**src/rtl/jl_pkg.sv**
```systemverilog
// shared constants, mode table, line coding and scrambler functions for the lane link
package jl_pkg;
  // ****************************************************************
  // sizes and transport modes
  // ****************************************************************
  localparam int LANES = 2;
  localparam int SMP_W = 12;
  localparam int FLD_W = 16;
  localparam int SMP_MAX = 4;
  localparam int NMODES = 4;
  localparam int OCT_W = 8;
  localparam logic [2:0] MODE_L [NMODES] = '{3'h1, 3'h1, 3'h2, 3'h2};
  localparam logic [2:0] MODE_M [NMODES] = '{3'h1, 3'h2, 3'h2, 3'h2};
  localparam logic [2:0] MODE_S [NMODES] = '{3'h1, 3'h1, 3'h1, 3'h2};
  localparam logic [2:0] MODE_F [NMODES] = '{3'h2, 3'h4, 3'h2, 3'h4};

  // ****************************************************************
  // multiframe, alignment and handshake figures
  // ****************************************************************
  localparam int K_LO_NUM = 17;
  localparam int K_HI_NUM = 1024;
  localparam int K_CAP = 256;
  localparam int ILAS_MFS = 4;
  localparam int CGS_CNT = 4;
  localparam int CFG_POS = 2;
  localparam int CFG_LEN = 6;
  localparam logic [1:0] CFG_MF = 2'h1;
  localparam logic [10:0] QCHR_POS = 11'h001;
  localparam logic [7:0] K28_0 = 8'h1c;
  localparam logic [7:0] K28_3 = 8'h7c;
  localparam logic [7:0] K28_4 = 8'h9c;
  localparam logic [7:0] K28_5 = 8'hbc;
  localparam logic [7:0] K28_7 = 8'hfc;

  // ****************************************************************
  // register map of the transmit end
  // ****************************************************************
  localparam logic [7:0] A_CTRL = 8'h00;
  localparam logic [7:0] A_KVAL = 8'h04;
  localparam logic [7:0] A_STAT = 8'h08;
  localparam int CTRL_SCR_BIT = 4;
  localparam int CTRL_E66_BIT = 8;
  localparam int STAT_KERR_BIT = 4;
  localparam int STAT_SYNC_BIT = 5;
  localparam logic [8:0] KVAL_RST = 9'h020;

  typedef enum logic [1:0] {
    ST_CGS = 2'b00,
    ST_WAIT = 2'b01,
    ST_ILAS = 2'b10,
    ST_DATA = 2'b11
  } jl_st_t;

  // ****************************************************************
  // 8b10b tables, negative disparity forms, bit 5 / bit 3 sent first
  // ****************************************************************
  localparam logic [5:0] T6 [32] = '{
    6'h27, 6'h1d, 6'h2d, 6'h31, 6'h35, 6'h29, 6'h19, 6'h38,
    6'h39, 6'h25, 6'h15, 6'h34, 6'h0d, 6'h2c, 6'h1c, 6'h17,
    6'h1b, 6'h23, 6'h13, 6'h32, 6'h0b, 6'h2a, 6'h1a, 6'h3a,
    6'h33, 6'h26, 6'h16, 6'h36, 6'h0e, 6'h2e, 6'h1e, 6'h2b};
  localparam logic [3:0] T4 [8] = '{4'hb, 4'h9, 4'h5, 4'hc, 4'hd, 4'ha, 4'h6, 4'he};
  localparam logic [5:0] C6_K28 = 6'h0f;
  localparam logic [5:0] C6_D7 = 6'h38;
  localparam logic [3:0] C4_X3 = 4'hc;
  localparam logic [3:0] C4_A7 = 4'h7;

  // clamp K into its legal range for F octets per frame
  function automatic logic [8:0] jl_kfix(input logic [8:0] k, input logic [2:0] f);
    int lo;
    int hi;
    lo = (K_LO_NUM + int'(f) - 1) / int'(f);
    hi = K_HI_NUM / int'(f);
    if (hi > K_CAP) hi = K_CAP;
    if (int'(k) < lo) return 9'(lo);
    if (int'(k) > hi) return 9'(hi);
    return k;
  endfunction

  // one octet to one character; returns {new disparity, abcdei, fghj}
  function automatic logic [10:0] jl_enc(input logic [7:0] d, input logic k, input logic rd);
    logic [5:0] c6;
    logic [3:0] c4;
    logic rdm;
    logic alt;
    logic [4:0] x;
    x = d[4:0];
    c6 = k ? C6_K28 : T6[x];
    rdm = ($countones(c6) != 3) ? ~rd : rd;
    if (rd && (($countones(c6) != 3) || (c6 == C6_D7))) c6 = ~c6;
    alt = (d[7:5] == 3'h7) && (k || (!rdm && (x == 5'h11 || x == 5'h12 || x == 5'h14)) ||
          (rdm && (x == 5'h0b || x == 5'h0d || x == 5'h0e)));
    c4 = alt ? C4_A7 : T4[d[7:5]];
    if (rdm && (($countones(c4) != 2) || (c4 == C4_X3))) c4 = ~c4;
    // control forms other than x.3 flip their neutral fghj after a negative 6b block
    if (k && !rdm && ($countones(c4) == 2) && (c4 != C4_X3)) c4 = ~c4;
    return {(($countones(c4) != 2) ? ~rdm : rdm), c6, c4};
  endfunction

  // character back to octet by search; returns {valid, new disparity, k, octet}
  function automatic logic [10:0] jl_dec(input logic [9:0] c, input logic rd);
    logic [10:0] r;
    logic [10:0] e;
    logic [8:0] v;
    logic [7:0] d;
    r = '0;
    for (int i = 0; i < 264; i++) begin
      v = 9'(i);
      d = v[8] ? {v[2:0], 5'h1c} : v[7:0];
      e = jl_enc(d, v[8], rd);
      if (!r[10] && e[9:0] == c) r = {1'b1, e[10], v[8], d};
    end
    return r;
  endfunction

  // self-synchronous 1 + x^14 + x^15 per octet, msb first; returns {state, octet}
  function automatic logic [22:0] jl_scr(input logic [14:0] s, input logic [7:0] din,
                                         input logic desc);
    logic [14:0] st;
    logic [7:0] o;
    st = s;
    o = '0;
    for (int i = 7; i >= 0; i--) begin
      o[i] = din[i] ^ st[13] ^ st[14];
      st = {st[13:0], desc ? din[i] : o[i]};
    end
    return {st, o};
  endfunction

  // link configuration octets carried in the second alignment multiframe
  function automatic logic [7:0] jl_cfg(input logic [2:0] i, input logic [1:0] mode,
                                        input logic scramble_enable, input logic [8:0] k);
    case (i)
      3'h0: return {5'h0, MODE_L[mode] - 3'h1};
      3'h1: return {5'h0, MODE_F[mode] - 3'h1};
      3'h2: return 8'(k - 9'h001);
      3'h3: return {5'h0, MODE_M[mode] - 3'h1};
      3'h4: return {5'h0, MODE_S[mode] - 3'h1};
      default: return {5'h0, scramble_enable, mode};
    endcase
  endfunction
endpackage

```
**src/rtl/jl_link_if.sv**
```systemverilog
// lane characters and the sync handshake between transmit and receive ends
`timescale 1ns/1ns
`default_nettype none
interface jl_link_if #(parameter int L = jl_pkg::LANES);
  logic [L-1:0][9:0] lane_char;
  logic sync_n;
  modport tx (output lane_char, input sync_n);
  modport rx (input lane_char, output sync_n);
endinterface
`default_nettype wire

```
**src/rtl/jl_tx.sv**
```systemverilog
// transmit end: transport packing, scrambler, alignment, 8b10b and apb registers
// How it works
// - pack samples into fields, frames, lanes
// - one mode register picks the lane layout
// - scrambling optional here, forced in 66-bit coding
// - scramble octets before character encoding
// - alignment sequence always goes out unscrambled
// - scramble enable bit, overridden by 66-bit coding
// - receiver self-synchronises its descrambler
// - standard 8b10b with running disparity
// - K clamped to its legal range
// - sysref resets the multiframe counter
// - multiframe lasts F times K octet clocks
// - continuous sysref at multiframe rate submultiple
// - sync low sends K28.5 on all lanes
// - receiver releases sync after four K28.5
// - after sync rises wait multiframe edge
// - four multiframes, K28.0 first, K28.3 last
// - second multiframe carries link configuration
// - receiver buffers lanes, releases them together
// - repeated last octet becomes K28.7 or K28.3
// - scrambled FC or 7C become alignment characters
// - receiver restores alignment characters to data
// - receiver drops sync on misalignment
`timescale 1ns/1ns
`default_nettype none
module jl_tx #(
  parameter int L = jl_pkg::LANES
) (
  input wire logic CLK,
  input wire logic RST_N,
  input wire logic CE,
  input wire logic PSEL,
  input wire logic PENABLE,
  input wire logic PWRITE,
  input wire logic [7:0] PADDR,
  input wire logic [31:0] PWDATA,
  output logic [31:0] PRDATA,
  output logic PREADY,
  output logic PSLVERR,
  input wire logic SYSREF,
  input wire logic [jl_pkg::SMP_MAX*jl_pkg::SMP_W-1:0] SAMPLES,
  output logic SAMPLE_TAKE,
  jl_link_if.tx LINK
);
  import jl_pkg::*;

  // ****************************************************************
  // state
  // ****************************************************************
  typedef struct packed {
    logic [2:0] sync_sr;
    logic sync_lv;
    logic [2:0] sref_sr;
    logic sref_lv;
    jl_st_t st;
    logic [1:0] mf;
    logic [1:0] oct;
    logic [10:0] pos;
    logic [1:0] mode;
    logic scramble_enable;
    logic e66;
    logic [8:0] kval;
    logic pready;
    logic pslverr;
    logic [31:0] prdata;
    logic [SMP_MAX*SMP_W-1:0] frame;
    logic take;
    logic [L-1:0][14:0] scs;
    logic [L-1:0][7:0] last;
    logic [L-1:0] rd;
    logic [L-1:0][9:0] chr;
  } jl_tx_state_t;

  jl_tx_state_t s_q;
  jl_tx_state_t s_d;
  logic [2:0] f;
  logic [8:0] kk;
  logic [10:0] fk;
  logic fend;
  logic mend;
  logic sync_ok;
  logic sync_rise;
  logic sref_rise;
  logic eff_scr;
  logic [7:0] raw;
  logic [7:0] d8;
  logic kb;
  logic [10:0] enc;
  logic [22:0] sc;
  logic [3:0] idx;
  logic [31:0] rval;
  logic hit;

  // octet j of the frame; each sample sits msb-aligned in a wider field
  function automatic logic [7:0] frame_octet(input logic [SMP_MAX*SMP_W-1:0] fr,
                                             input logic [3:0] j);
    logic [SMP_W-1:0] smp;
    logic [FLD_W-1:0] fld;
    smp = fr[int'(j[3:1])*SMP_W +: SMP_W];
    fld = {smp, {(FLD_W-SMP_W){1'b0}}};
    return j[0] ? fld[OCT_W-1:0] : fld[FLD_W-1 -: OCT_W];
  endfunction

  // ****************************************************************
  // next state
  // ****************************************************************
  always_comb begin
    s_d = s_q;
    f = MODE_F[s_q.mode];
    kk = jl_kfix(s_q.kval, f);
    fk = 11'(f * kk);
    fend = (s_q.oct == 2'(f - 3'h1));
    mend = fend && (s_q.pos == fk - 11'h001);
    eff_scr = s_q.scramble_enable | s_q.e66;
    raw = '0;
    d8 = '0;
    kb = 1'b0;
    enc = '0;
    sc = '0;
    idx = '0;
    rval = '0;
    hit = 1'b1;

    // pins: three stages, a level counts once stages two and three agree
    s_d.sync_sr = {s_q.sync_sr[1:0], LINK.sync_n};
    s_d.sref_sr = {s_q.sref_sr[1:0], SYSREF};
    sync_ok = (s_q.sync_sr[1] == s_q.sync_sr[2]);
    sync_rise = sync_ok && s_q.sync_sr[2] && !s_q.sync_lv;
    sref_rise = (s_q.sref_sr[1] == s_q.sref_sr[2]) && s_q.sref_sr[2] && !s_q.sref_lv;
    if (sync_ok) s_d.sync_lv = s_q.sync_sr[2];
    if (s_q.sref_sr[1] == s_q.sref_sr[2]) s_d.sref_lv = s_q.sref_sr[2];

    // apb slave: one wait cycle, answer registered
    s_d.pready = 1'b0;
    s_d.pslverr = 1'b0;
    case (PADDR)
      A_CTRL: rval = {23'h0, s_q.e66, 3'h0, s_q.scramble_enable, 2'h0, s_q.mode};
      A_KVAL: rval = {23'h0, s_q.kval};
      A_STAT: begin
        rval = {30'h0, s_q.st};
        rval[STAT_KERR_BIT] = (kk != s_q.kval);
        rval[STAT_SYNC_BIT] = s_q.sync_lv;
      end
      default: hit = 1'b0;
    endcase
    if (PSEL && PENABLE && !s_q.pready) begin
      s_d.pready = 1'b1;
      s_d.pslverr = !hit;
      s_d.prdata = PWRITE ? 32'h0 : rval;
    end
    if (PSEL && PENABLE && s_q.pready && PWRITE) begin
      if (PADDR == A_CTRL) begin
        s_d.mode = PWDATA[1:0];
        s_d.scramble_enable = PWDATA[CTRL_SCR_BIT];
        s_d.e66 = PWDATA[CTRL_E66_BIT];
      end
      if (PADDR == A_KVAL) s_d.kval = PWDATA[8:0];
    end

    // multiframe clock: octet and position counters, phase set by sysref
    if (sref_rise) begin
      s_d.oct = '0;
      s_d.pos = '0;
    end else begin
      s_d.oct = fend ? 2'h0 : s_q.oct + 2'h1;
      s_d.pos = mend ? 11'h000 : s_q.pos + 11'h001;
    end

    // link handshake
    case (s_q.st)
      ST_CGS: if (sync_rise) s_d.st = ST_WAIT;
      ST_WAIT: begin
        if (!s_q.sync_lv) begin
          s_d.st = ST_CGS;
        end else if (mend) begin
          s_d.st = ST_ILAS;
          s_d.mf = '0;
        end
      end
      ST_ILAS: begin
        if (!s_q.sync_lv) begin
          s_d.st = ST_CGS;
        end else if (mend) begin
          s_d.mf = s_q.mf + 2'h1;
          if (s_q.mf == 2'(ILAS_MFS - 1)) s_d.st = ST_DATA;
        end
      end
      ST_DATA: if (!s_q.sync_lv) s_d.st = ST_CGS;
      default: s_d.st = ST_CGS;
    endcase

    // frame capture at each frame boundary
    s_d.take = 1'b0;
    if (fend) begin
      s_d.frame = SAMPLES;
      s_d.take = (s_d.st == ST_DATA);
    end

    // per lane: choose octet, scramble, alignment marks, encode
    for (int l = 0; l < L; l++) begin
      idx = 4'(l * int'(f) + int'(s_q.oct));
      raw = frame_octet(s_q.frame, idx);
      kb = 1'b1;
      d8 = K28_5;
      if (3'(l) < MODE_L[s_q.mode]) begin
        case (s_q.st)
          ST_ILAS: begin
            kb = 1'b0;
            d8 = s_q.pos[7:0];
            if (s_q.pos == '0) begin
              kb = 1'b1;
              d8 = K28_0;
            end else if (mend) begin
              kb = 1'b1;
              d8 = K28_3;
            end else if (s_q.mf == CFG_MF && s_q.pos == QCHR_POS) begin
              kb = 1'b1;
              d8 = K28_4;
            end else if (s_q.mf == CFG_MF && s_q.pos < 11'(CFG_POS + CFG_LEN)) begin
              d8 = jl_cfg(3'(s_q.pos - 11'(CFG_POS)), s_q.mode, eff_scr, kk);
            end
          end
          ST_DATA: begin
            kb = 1'b0;
            d8 = raw;
            if (eff_scr) begin
              sc = jl_scr(s_q.scs[l], raw, 1'b0);
              s_d.scs[l] = sc[22:8];
              d8 = sc[7:0];
              kb = (mend && d8 == K28_3) || (fend && d8 == K28_7);
            end else if (fend && raw == s_q.last[l]) begin
              kb = 1'b1;
              d8 = mend ? K28_3 : K28_7;
            end
            if (fend) s_d.last[l] = raw;
          end
          default: begin
            s_d.last[l] = '0; // fresh compare and scrambler state per link
            s_d.scs[l] = '0;
          end
        endcase
      end
      enc = jl_enc(d8, kb, s_q.rd[l]);
      s_d.rd[l] = enc[10];
      s_d.chr[l] = enc[9:0];
    end
  end

  // ****************************************************************
  // registers and outputs
  // ****************************************************************
  always_ff @(posedge CLK or negedge RST_N) begin
    if (!RST_N) begin
      s_q <= '0;
      s_q.kval <= KVAL_RST;
    end else if (CE) begin
      s_q <= s_d;
    end
  end

  assign PRDATA = s_q.prdata;
  assign PREADY = s_q.pready;
  assign PSLVERR = s_q.pslverr;
  assign SAMPLE_TAKE = s_q.take;
  assign LINK.lane_char = s_q.chr;
endmodule
`default_nettype wire

```
**src/flat_wrapper.sv**
```systemverilog
// flat-port wrapper written by rule: the top's interface ports become plain ports
module jl_tx_flat import jl_pkg::*;
#(
  parameter int L = jl_pkg::LANES
)
  (CLK, RST_N, CE, PSEL, PENABLE, PWRITE, PADDR, PWDATA, PRDATA, PREADY, PSLVERR, SYSREF, SAMPLES, SAMPLE_TAKE, LINK_lane_char, LINK_sync_n);
  jl_link_if #(.L(L)) LINK_i ();
  input wire logic CLK;
  input wire logic RST_N;
  input wire logic CE;
  input wire logic PSEL;
  input wire logic PENABLE;
  input wire logic PWRITE;
  input wire logic [7:0] PADDR;
  input wire logic [31:0] PWDATA;
  output logic [31:0] PRDATA;
  output logic PREADY;
  output logic PSLVERR;
  input wire logic SYSREF;
  input wire logic [jl_pkg::SMP_MAX*jl_pkg::SMP_W-1:0] SAMPLES;
  output logic SAMPLE_TAKE;
  output wire logic [$bits(LINK_i.lane_char)-1:0] LINK_lane_char;
  input wire logic [$bits(LINK_i.sync_n)-1:0] LINK_sync_n;
  assign LINK_lane_char = LINK_i.lane_char;
  assign LINK_i.sync_n = LINK_sync_n;
  jl_tx #(.L(L)) u_core (.CLK(CLK), .RST_N(RST_N), .CE(CE), .PSEL(PSEL), .PENABLE(PENABLE), .PWRITE(PWRITE), .PADDR(PADDR), .PWDATA(PWDATA), .PRDATA(PRDATA), .PREADY(PREADY), .PSLVERR(PSLVERR), .SYSREF(SYSREF), .SAMPLES(SAMPLES), .SAMPLE_TAKE(SAMPLE_TAKE), .LINK(LINK_i));
endmodule
```
**config.mk**
```make
export PLATFORM = sky130hd
export DESIGN_NAME = jl_tx_flat
export DESIGN_NICKNAME = d
export VERILOG_FILES = /design/src/rtl/jl_pkg.sv /design/src/rtl/jl_link_if.sv /design/src/rtl/jl_tx.sv /design/src/flat_wrapper.sv
export SDC_FILE = /design/constraint.sdc
export NUM_CORES = 1
export LEC_CHECK = 0
export ABC_AREA = 1
export ABC_CLOCK_PERIOD_IN_PS = 26300
export BUFFER_PORTS_ARGS = -buffer_cell sky130_fd_sc_hd__buf_2
export CAP_MARGIN = 20
export CORE_MARGIN = 2
export CORE_UTILIZATION = 55
export CTS_CLUSTER_SIZE = 24
export DETAILED_ROUTE_END_ITERATION = 12
export GPL_TIMING_DRIVEN = 0
export PLACE_DENSITY = 0.72
export SKIP_CTS_REPAIR_TIMING = 1
export SYNTH_ARGS = -nofsm -noshare
export SYNTH_HDL_FRONTEND = slang
export SYNTH_SLANG_ARGS = --single-unit
```
**constraint.sdc**
```tcl
create_clock -name CLK -period 26.3 [get_ports CLK]
set_input_delay 1.315 -clock CLK [delete_from_list [all_inputs] [get_ports CLK]]
set_output_delay 1.315 -clock CLK [all_outputs]
set_load 0.02 [all_outputs]
```
==> results.md <==
* Non-filler instance count after layout at 2266
* Commonest cells after routing, fill and taps aside: nand2_1, inv_1, dfrtp_1, nor2_1
* Average wire per standard cell at 14.5 um
* Register area share after synthesis at 31.6%
* Row cnt at 56
* Arrival @ worst endpoint at 16.66 ns
* Pin count of the biggest net entering global routing at 96
* Vias in the first global route at 11500
* Leak Pwr at 7.76 nW
* Die Wd at 159 um
* CTS root buffer: clkbuf_16
* Nets at 2145
* Highest Clock Rate at 61.4 MHz
* Reg2reg path depth at 91
* Drt drc at 0
* Hold WS at 0.476 ns
* Post-synthesis register bit count at 166
* Hold Crit Class: reg2reg
* Detail Placement HPWL at 25600 um
* Startpoint types: flip-flop
* Switching Power at 0.667 mW
* Final period utilization at 61.9%
* Total GRT Usage at 26.7%
* Commonest non-fill, non-tap cell in the layout: nand2_1
* Minimum clock period at 16.29 ns
* CTS tree: done
* RD Place Congestion at 0.989
* Async SR Flop Fraction at 100%
* Vias at 12000
* Comb pwr share at 56.1%
* Port bufs at 103
* Post-Synthesis Cells at 1787
* Sequential power share at 26.2%
* Yosys synthesis warning count at 0
* Initial antenna violation count at 0
* Die area at 0.0252 mm^2
* H-tree levels at 4
* I/O pin count at 151
* Final wirelength at 32900 um
* Final Hold Fails at 0
* DIE HEIGHT at 159 um
* Core area at 0.0235 mm^2
* Fin Setup TNS at 0 ns
* Crit Path Category: reg2reg
* Number of instances in the placed design at 2234
* Max Slew Vio Count at 0
* Synth-to-Final Area Change at 12.4%
* Primary FF master, synth: dfrtp_1
* Synth Cell Area at 0.0132 mm^2
* Max rail drop VDD at 88.9 uV
* Crit-path most repeated cell: nand2_1
* Slew HR at 37.1%
* EDFF count, synth at 0
* Post-synthesis average cell area at 7.37 um^2
* Final core occ at 63.0%
* Post-synth cell types at 66
* Max Root-Sink Buffers at 2
* Final setup fails at 0
* Global-route wire length before repair at 55700 um
* Share of cells above drive strength 1 at 15.2%
* Unrepaired setup endpoints after global routing: false
* Slew @ Worst Pin at 0.940 ns
* Hold path depth at 2
* DR iter-0 viols at 896
* N_diodes at 0
* Clock slew at reported path FFs at 0.07 ns
* Int Pwr at 0.735 mW
* CTS sink count at 166
* Crit-path slowest cell: fa_1
* Final ANT Viol Nets at 0
* Clock Skew at 0.0176 ns
* Pwr Density at 94.8 mW/mm^2
* Via/cell ratio at 5.31
* Max Cap Violations at 0
* Clock power frac at 17.7%
* Sw Ratio at 47.6%
* Max FO, Critical Path at 13
* Critical Path RT at 26.67 ns
* Gr ovfl total at 0
* Outcome: finished clean
* Clock latency on the worst-skew pair at 0.45 ns
* Max incr delay on CP at 0.55 ns
* Total power at 1.40 mW
* CTS Buf Count at 17
* Drt first pass iters at 6
* Initial Util at 56.1%
* Crit path capture type: flip-flop
* Register-to-register setup slack at 10.01 ns
[cells in the mapped netlist (11+ instances only)]
cell / instances / area share [%]
o22ai_1: 35 / 1.7
fa_1: 11 / 1.7
o21ai_1: 27 / 1.0
a21oi_1: 48 / 1.8
nand2_2: 27 / 1.3
xor2_1: 60 / 4.0
inv_1: 204 / 5.8
nor2_1: 116 / 3.3
nand2_1: 473 / 13
buf_4: 58 / 3.3
ha_1: 104 / 9.9
xnor2_1: 25 / 1.7
nor3_1: 19 / 0.72
clkbuf_1: 32 / 0.91
nand3_1: 92 / 3.5
dfrtp_1: 165 / 31
o211ai_1: 12 / 0.68
nand4_1: 24 / 1.1
inv_2: 23 / 0.66
o21ai_0: 110 / 4.2
[cells by family after synthesis]
group	Yosys count	synth area share, %
adders and majority gates	115	11.6
and+or+nand+nor	799	27.0
other	2	0.0571
AOI/OAI and AO/OA	286	12.8
buffers and inverters	334	11.3
DFF	166	31.6
xor gates and xnor gates	85	5.66
[worst paths after layout]
path,to,start
max,u_core.s_q[21],u_core.s_q[162]
min,u_core.s_d[187],u_core.s_d[187]
max reg2reg,u_core.s_q[21],u_core.s_q[162]
min reg2reg,u_core.s_d[187],u_core.s_d[187]
max in group asynchronous,u_core.LINK.lane_char[3],RST_N
min in group asynchronous,u_core.s_q[95],RST_N
[power by group through the flow]
stage               Sequential [mW]  Combinational, mW  Clock [mW]
global route                  0.373              0.905       0.263
finish                        0.367              0.787       0.249
floorplan                     0.353              0.615           0
CTS                           0.365              0.789       0.252
global placement              0.369              0.763           0
detailed placement            0.369              0.784           0
[routing by layer]
metal | vias to the layer above | wire length (um) | global-route usage [%]
li1 | 6015 | - | -
met1 | 5665 | 14700 | 35.4
met2 | 316 | 15800 | 45.1
met3 | 46 | 1700 | 4.10
met4 | 0 | 709 | 8.42
met5 | - | 0 | 0
[critical path, delay by kind of cell (launching register included)]
family	cells	cell delay (ns)
fa+ha+maj	17	5.68
simple gates	43	4.62
buf+inv	16	2.15
compound gates	9	1.89
xor+xnor	6	1.26
flops	1	0.51
[area by class of cell]
cell class / instances / area [um^2]
plain buffers: 101 / 609
clock buffers: 17 / 425
clock inverters: 15 / 164
fillers: 2200 / 8680
inverters: 233 / 882
multi-input cells: 1311 / 7610
flip-flops and latches: 166 / 4160
well taps: 319 / 399
repair buffers: 104 / 553
[flip-flops by register name, summed over array words and instances, names as in the netlist]
signal                 cells
u_core.s_q               130
u_core.LINK.lane_char     20
u_core.PRDATA              9
u_core.s_d                 4
u_core.PREADY              1
u_core.PSLVERR             1
u_core.SAMPLE_TAKE         1
[stage by stage]
step,setup WS [ns],area (um^2)
floorplan,12.28,13300
global placement,10.39,14200
detailed placement,10.05,14200
CTS,10.04,14800
global route,8.63,14800
finish,10.01,14800
Power figures use the tool's default switching activity.
